## config.mk

```make
export PLATFORM = sky130hd
export DESIGN_NAME = aad_top
export DESIGN_NICKNAME = d
export VERILOG_FILES = /design/src/verilog/aad_pkg.sv /design/src/verilog/aad_top.sv
export VERILOG_INCLUDE_DIRS = /design/src /design/src/verilog
export SDC_FILE = /design/constraint.sdc
export NUM_CORES = 1
export LEC_CHECK = 0
export BUFFER_PORTS_ARGS = -buffer_cell sky130_fd_sc_hd__buf_2
export CORE_ASPECT_RATIO = 1.5
export CORE_MARGIN = 1
export CORE_UTILIZATION = 50
export DETAILED_ROUTE_END_ITERATION = 10
export PLACE_DENSITY = 0.78
export SLEW_MARGIN = 5
export SYNTH_ARGS = -nofsm -noshare
export SYNTH_HDL_FRONTEND = slang
export SYNTH_SLANG_ARGS = --single-unit
```

## constraint.sdc

```tcl
create_clock -name aclk -period 3.7 [get_ports aclk]
set_input_delay 0.74 -clock aclk [delete_from_list [all_inputs] [get_ports aclk]]
set_output_delay 0.74 -clock aclk [all_outputs]
set_load 0.02 [all_outputs]
```

## src/verilog/aad_defs.svh

```systemverilog
// address attribute decode: offsets, field positions, reset values
// assumes inclusion by bare name from the package and the top module
// Contract
// [RQ1] y data accesses compare address only when y enable bit 5 set
// [RQ2] x data accesses compare address only when x enable bit 4 set
// [RQ3] program accesses compare address only when program enable bit 3 set
// [RQ4] polarity bit 2: clear gives active low output, set active high
// [RQ5] access type bits 1..0: 01 sram, 10 dram, 00 and 11 reserved
// [RQ6] type 10 makes the output a row strobe, else plain attribute
// [RQ7] accesses matching no region always run as sram accesses
// [RQ8] software sets every access type field to 01 or 10 before use
// [RQ9] reset clears access type, space enables and polarity to zero
// [RQ10] twelve bit compare field matches upper address bits
// [RQ11] four bit count sets compared bits; zero means whole external space
// [RQ12] each register drives its own output, asserted only on a match
// [RQ13] all six control bits read back the last value written
`ifndef AAD_DEFS_SVH
`define AAD_DEFS_SVH
// =====================================================================
// register map
`define AAD_ATTR0_OFF 8'h00
`define AAD_STATUS_OFF 8'h10
`define AAD_REG_RESET 24'h00_0000
// =====================================================================
// fields
`define AAD_TYPE_LSB 0
`define AAD_POL_BIT 2
`define AAD_PEN_BIT 3
`define AAD_XEN_BIT 4
`define AAD_YEN_BIT 5
`define AAD_CNT_LSB 8
`define AAD_CMP_LSB 12
`define AAD_WMASK 24'hff_ff3f
`define AAD_CNT_MAX 4'hc
`define AAD_TYPE_SRAM 2'h1
`define AAD_TYPE_DRAM 2'h2
`define AAD_RESP_OKAY 2'h0
`define AAD_RESP_SLVERR 2'h2
`endif

```

## src/verilog/aad_pkg.sv

```systemverilog
// address attribute decode: shared types
// assumes the defs header sits in the include path
`include "aad_defs.svh"
package aad_pkg;
  // =====================================================================
  // core access carrier
  typedef enum logic [1:0] {AAD_SP_NONE, AAD_SP_PROG, AAD_SP_X, AAD_SP_Y}
    aad_space_t;
  typedef struct packed {
    logic valid;
    aad_space_t space;
    logic [23:0] addr;
    logic internal;
  } aad_access_t;
endpackage : aad_pkg

```

## src/verilog/aad_top.sv

```systemverilog
// address attribute decode: registers over axi4-lite and output decode
// assumes one clock, synchronous active low reset, synchronous inputs
//
// Design decisions made here: the AXI4-Lite interface to the registers and the placing of the registers.
`include "aad_defs.svh"
module aad_top
  import aad_pkg::*;
#(
  parameter int NUM_REGS = 4,
  parameter int ADDR_W = 8
)
(
  input wire logic aclk,
  input wire logic aresetn,
  input wire logic ce,
  input wire logic [ADDR_W-1:0] s_axi_awaddr,
  input wire logic s_axi_awvalid,
  output logic s_axi_awready,
  input wire logic [31:0] s_axi_wdata,
  input wire logic [3:0] s_axi_wstrb,
  input wire logic s_axi_wvalid,
  output logic s_axi_wready,
  output logic [1:0] s_axi_bresp,
  output logic s_axi_bvalid,
  input wire logic s_axi_bready,
  input wire logic [ADDR_W-1:0] s_axi_araddr,
  input wire logic s_axi_arvalid,
  output logic s_axi_arready,
  output logic [31:0] s_axi_rdata,
  output logic [1:0] s_axi_rresp,
  output logic s_axi_rvalid,
  input wire logic s_axi_rready,
  input wire aad_access_t core_access,
  output logic [NUM_REGS-1:0] attribute_or_row_strobe_pin,
  output logic [NUM_REGS-1:0] row_strobe_mode,
  output logic access_is_dram
);

  // =====================================================================
  // elaboration check
  if (NUM_REGS < 1 || NUM_REGS > 4 || ADDR_W < 5)
  begin : g_bad_params
    $error("aad_top: NUM_REGS must be 1..4 and ADDR_W at least 5");
  end

  // =====================================================================
  // decode functions
  function automatic int reg_index(input logic [ADDR_W-1:0] a);
    int idx;
    idx = -1;
    for (int i = 0; i < NUM_REGS; i++)
    begin
      if (a[ADDR_W-1:2] == (ADDR_W-2)'((`AAD_ATTR0_OFF + 4 * i) >> 2))
      begin
        idx = i;
      end
    end
    return idx;
  endfunction : reg_index

  function automatic logic region_hit(input logic [23:0] r,
                                      input aad_access_t a);
    logic en;
    logic [3:0] n;
    logic [11:0] m;
    en = (a.space == AAD_SP_PROG && r[`AAD_PEN_BIT]) // RQ3
      || (a.space == AAD_SP_X && r[`AAD_XEN_BIT]) // RQ2
      || (a.space == AAD_SP_Y && r[`AAD_YEN_BIT]); // RQ1
    n = r[`AAD_CNT_LSB+:4];
    if (n > `AAD_CNT_MAX)
    begin
      n = `AAD_CNT_MAX;
    end
    m = ~(12'hfff >> n); // RQ11
    return a.valid && en
      && (((a.addr[23:12] ^ r[`AAD_CMP_LSB+:12]) & m) == 12'h000) // RQ10
      && (n != 4'h0 || !a.internal); // RQ11
  endfunction : region_hit

  // =====================================================================
  // register and bus state
  logic [23:0] regs_q [NUM_REGS];
  logic [23:0] regs_d [NUM_REGS];
  logic aw_held_q, aw_held_d, w_held_q, w_held_d;
  logic [ADDR_W-1:0] awaddr_q, awaddr_d;
  logic [31:0] wdata_q, wdata_d;
  logic [3:0] wstrb_q, wstrb_d;
  logic bvalid_q, bvalid_d, rvalid_q, rvalid_d;
  logic [1:0] bresp_q, bresp_d, rresp_q, rresp_d;
  logic [31:0] rdata_q, rdata_d;
  logic [NUM_REGS-1:0] hit_q, hit_d, pin_q, pin_d, ras_q, ras_d;
  logic dram_q, dram_d;
  logic awready_q, awready_d, wready_q, wready_d, arready_q, arready_d;

  always_comb
  begin
    int wi;
    int ri;
    logic [23:0] bmask;
    wi = reg_index(awaddr_q);
    ri = reg_index(s_axi_araddr);
    bmask = 24'h00_0000;
    regs_d = regs_q;
    aw_held_d = aw_held_q;
    w_held_d = w_held_q;
    awaddr_d = awaddr_q;
    wdata_d = wdata_q;
    wstrb_d = wstrb_q;
    bvalid_d = bvalid_q;
    bresp_d = bresp_q;
    rvalid_d = rvalid_q;
    rresp_d = rresp_q;
    rdata_d = rdata_q;
    if (s_axi_awvalid && s_axi_awready)
    begin
      aw_held_d = 1'b1;
      awaddr_d = s_axi_awaddr;
    end
    if (s_axi_wvalid && s_axi_wready)
    begin
      w_held_d = 1'b1;
      wdata_d = s_axi_wdata;
      wstrb_d = s_axi_wstrb;
    end
    if (s_axi_bvalid && s_axi_bready)
    begin
      bvalid_d = 1'b0;
    end
    if (aw_held_q && w_held_q && !bvalid_q)
    begin
      aw_held_d = 1'b0;
      w_held_d = 1'b0;
      bvalid_d = 1'b1;
      bresp_d = (wi >= 0) ? `AAD_RESP_OKAY : `AAD_RESP_SLVERR;
      for (int b = 0; b < 3; b++)
      begin
        bmask[8*b+:8] = {8{wstrb_q[b]}};
      end
      for (int i = 0; i < NUM_REGS; i++)
      begin
        if (wi == i)
        begin
          regs_d[i] = ((regs_q[i] & ~bmask)
            | (wdata_q[23:0] & bmask)) & `AAD_WMASK; // RQ13
        end
      end
    end
    if (s_axi_rvalid && s_axi_rready)
    begin
      rvalid_d = 1'b0;
    end
    if (s_axi_arvalid && s_axi_arready)
    begin
      rvalid_d = 1'b1;
      rresp_d = `AAD_RESP_OKAY;
      rdata_d = 32'h0000_0000;
      if (ri >= 0)
      begin
        for (int i = 0; i < NUM_REGS; i++)
        begin
          if (ri == i)
          begin
            rdata_d = {8'h00, regs_q[i]}; // RQ13
          end
        end
      end
      else if (s_axi_araddr[ADDR_W-1:2]
        == (ADDR_W-2)'(`AAD_STATUS_OFF >> 2))
      begin
        rdata_d = {23'h00_0000, dram_q, 4'(hit_q), 4'(ras_q)};
      end
      else
      begin
        rresp_d = `AAD_RESP_SLVERR;
      end
    end
    // ready outputs kept in their own flops
    awready_d = !aw_held_d;
    wready_d = !w_held_d;
    arready_d = !rvalid_d;
  end

  always_ff @(posedge aclk)
  begin
    if (!aresetn)
    begin
      for (int i = 0; i < NUM_REGS; i++)
      begin
        regs_q[i] <= `AAD_REG_RESET; // RQ9
      end
      aw_held_q <= 1'b0;
      w_held_q <= 1'b0;
      awaddr_q <= '0;
      wdata_q <= 32'h0000_0000;
      wstrb_q <= 4'h0;
      bvalid_q <= 1'b0;
      bresp_q <= `AAD_RESP_OKAY;
      rvalid_q <= 1'b0;
      rresp_q <= `AAD_RESP_OKAY;
      rdata_q <= 32'h0000_0000;
      awready_q <= 1'b1;
      wready_q <= 1'b1;
      arready_q <= 1'b1;
    end
    else if (ce)
    begin
      regs_q <= regs_d;
      aw_held_q <= aw_held_d;
      w_held_q <= w_held_d;
      awaddr_q <= awaddr_d;
      wdata_q <= wdata_d;
      wstrb_q <= wstrb_d;
      bvalid_q <= bvalid_d;
      bresp_q <= bresp_d;
      rvalid_q <= rvalid_d;
      rresp_q <= rresp_d;
      rdata_q <= rdata_d;
      awready_q <= awready_d;
      wready_q <= wready_d;
      arready_q <= arready_d;
    end
  end

  // =====================================================================
  // attribute output decode
  always_comb
  begin
    logic found;
    found = 1'b0;
    dram_d = 1'b0; // RQ7
    for (int i = 0; i < NUM_REGS; i++)
    begin
      hit_d[i] = region_hit(regs_q[i], core_access); // RQ12
      pin_d[i] = hit_d[i] ~^ regs_q[i][`AAD_POL_BIT]; // RQ4
      ras_d[i] = regs_q[i][`AAD_TYPE_LSB+:2] == `AAD_TYPE_DRAM; // RQ6
      if (hit_d[i] && !found)
      begin
        found = 1'b1;
        dram_d = ras_d[i]; // RQ5
      end
    end
  end

  always_ff @(posedge aclk)
  begin
    if (!aresetn)
    begin
      hit_q <= '0;
      pin_q <= '1;
      ras_q <= '0;
      dram_q <= 1'b0;
    end
    else if (ce)
    begin
      hit_q <= hit_d;
      pin_q <= pin_d;
      ras_q <= ras_d;
      dram_q <= dram_d;
    end
  end

  assign s_axi_awready = awready_q;
  assign s_axi_wready = wready_q;
  assign s_axi_bvalid = bvalid_q;
  assign s_axi_bresp = bresp_q;
  assign s_axi_arready = arready_q;
  assign s_axi_rvalid = rvalid_q;
  assign s_axi_rresp = rresp_q;
  assign s_axi_rdata = rdata_q;
  assign attribute_or_row_strobe_pin = pin_q;
  assign row_strobe_mode = ras_q;
  assign access_is_dram = dram_q;

  logic [23:0] r0;
  assign r0 = regs_q[0];
endmodule : aad_top

```

==> results.toml <==
[drt]
drtIter0Drc = 383
drc = 0
drt_wl_total_um = 21900
first_pass_iters = 5
viasPerCell = 5.65
wl_per_cell_um = 17.6
ant_nets = 0
vias = 7046

[worst_setup_path]
path_class = "reg -> reg"
worstReg2RegEnd = "access_is_dram"
critical_path_arrival_ps = 2790
r2r_slack_ps = 1240
crit_path_end_kind = "register"
cp.required_ps = 4030
rr_worst_depth = 7
cp_max_fo = 9
start_kind = "register"

[layout]
nets = 1118
utilization_pct = 58.8
antenna_cells = 0
post-route-cell-area_um2 = 9280
drive_gt1_share_pct = 16.7
area_growth_syn_to_layout_pct = 13.8
nFillCells = 1460

[pwr]
power.density_nw_per_um2 = 429
irDropWorstVdd_v = 0.000250
p_leak_uw = 0.00357

[clocking]
cts_tree = "done"
ctsResizeCount = 0
clk_path_buf_depth = 2
cts_hold_buf = 0
postCtsSetupBuffers = 0
path_clk_slew_ps = 70
cts_sinks = 165
cts-buffers-inserted = 17
cts_root_buf = "clkbuf_16"
cts_max_level = 4
clk_latency_ps = 440

[logic_synthesis]
yosysMostFrequentCell = "nand2_1"
yosys.area_share.simple_pct = 20.7
netlist_area_um2 = 8150
synth_xor_area_share_pct = 5.68
yosys_warnings = 0
synthFlopType = "dfxtp_1"
avgSynthCellArea_um2 = 8.43
synthCells = 967
synth-edff-count = 0
yosys.area.top_type = "dfxtp_1"
yosysSeqAreaShare_pct = 40.5
yosys-top-cells-count = "222 x nand2_1, 165 x dfxtp_1, 65 x a21boi_0, 53 x a21boi_1, 45 x clkbuf_1"
yosys.area.top_type_share_pct = 40.5
async_reset_ff_share_pct = 0
synth_compound_area_share_pct = 20.9
synth_top_family_by_area = "compound AO/OA/AOI/OAI gates"
ys_ff_latch = 165
synthTopCellsByArea = "dfxtp_1 41%, nand2_1 10%, a21boi_0 6.0%"
synthAdderAreaFrac_pct = 0.123
muxShareOfSynthArea_pct = 7.44
synth.distinct_cells = 64

[floorplanning]
die_y_um = 158
io-pin-count = 138
rows = 56
die_x_um = 106
core_area_um2 = 15800
die_area_um2 = 16800
initial_core_util_pct = 51.7

[sta]
setup-tns-final_ps = 0
hold_viol = 0
drv_slew = 0
fmax_ghz = 0.407
tightest_slew_ps = 908
whs_ps = 450
finalSetupViolCount = 0
setup_ws_ps = 1240
finClkSkew_ps = 11.0
rsz0062_at_grt = "false"
post-route-period-util_pct = 66.4
period_needed_ps = 2460
slew_headroom_pct = 39.3

[min_path]
hp-start = "s_axi_rdata[21]"
hold_path_class = "reg -> reg"
hold_depth = 2
whs_endpoint = "s_axi_rdata[21]"

[placement]
dp_hpwl_um = 16200
post-place-ws_ps = 914
dpl_cell_area_um2 = 8660
port_buffers = 100
gp_congestion = 0.937

[global_route]
grt_pass1_vias = 6720
grt_max_degree = 93
grt_pass1_wl_um = 34100
grt_antenna_before_repair = 0
grt.total_usage_pct = 26.7
overflow = 0

[run_status]
status = "finished clean"

[run]
cap_violations = 0
-- layout by cell type, fill, tap and decap left out, types with 8 or more instances in the layout --
cell / n
a21oi_1: 15
dfxtp_1: 165
o211ai_1: 9
buf_4: 9
a21boi_1: 53
nand2_1: 222
o22ai_1: 16
conb_1: 10
a22oi_1: 10
nor2b_1: 37
a22o_1: 8
clkbuf_16: 17
mux2_2: 17
xor2_1: 21
buf_2: 99
a21boi_0: 65
and2_1: 13
nand3_1: 34
xnor2_1: 30
o21ai_0: 34
nor2_1: 38
mux2i_1: 28
-- power by group --
| part | switching, uW | leakage (uW) | total [uW] | internal, uW |
|---|---|---|---|---|
| registers | 38.4 | 0.00133 | 1840 | 1800 |
| logic | 161 | 0.00193 | 267 | 106 |
| clock network | 789 | 0.000300 | 1870 | 1080 |
-- layout make-up --
type	instances	area (um^2)	area share, %
inverters	7	26.3	0.283
flip-flops and latches	165	3300	35.6
well taps	203	254	2.74
clock inverters	14	186	2.01
repair buffers	108	563	6.07
multi-input cells	731	4510	48.7
clock buffers	18	429	4.63
-- worst max path at each step --
| stage | to | depth (start not counted) | slack [ps] |
|---|---|---|---|
| global route | access_is_dram | 7 | 1200 |
| CTS | access_is_dram | 7 | 1330 |
| global placement | s_axi_rdata[20] | 6 | 920 |
| floorplan | access_is_dram | 8 | 1380 |
| detailed placement | s_axi_rdata[20] | 6 | 910 |
| finish | access_is_dram | 7 | 1240 |
-- cells by family after synthesis --
kind of cell,count (synthesis)
fa+ha+maj,1
other cells,1
mux,53
xor+xnor,52
compound gates,240
buf+inv,80
simple gates,375
flops,165
-- stage by stage --
step                      power [uW]  cells
after floorplan                 2050    976
after global placement          2140   1214
after detailed placement        2150   1214
after CTS                       4000   1246
after global routing            4100   1246
final                           3980   1246
-- critical path, stage by stage (launching register included) --
cell,delay (ps)
dfxtp_1,430
nor4_1,340
mux2_1,350
a211oi_1,220
nand4_1,390
o211ai_1,340
a21oi_2,70
a22o_1,230
-- metal layers --
| layer | part of all wire, % | vias to the layer above | GRT usage [%] |
|---|---|---|---|
| met3 | 4.1 | 91 | 4.05 |
| met5 | 0 | - | 0 |
| met1 | 38 | 3270 | 27.5 |
| met2 | 51 | 257 | 49.0 |
| li1 | - | 3428 | - |
| met4 | 7.0 | 0 | 19.0 |
Power figures use the tool's default switching activity.
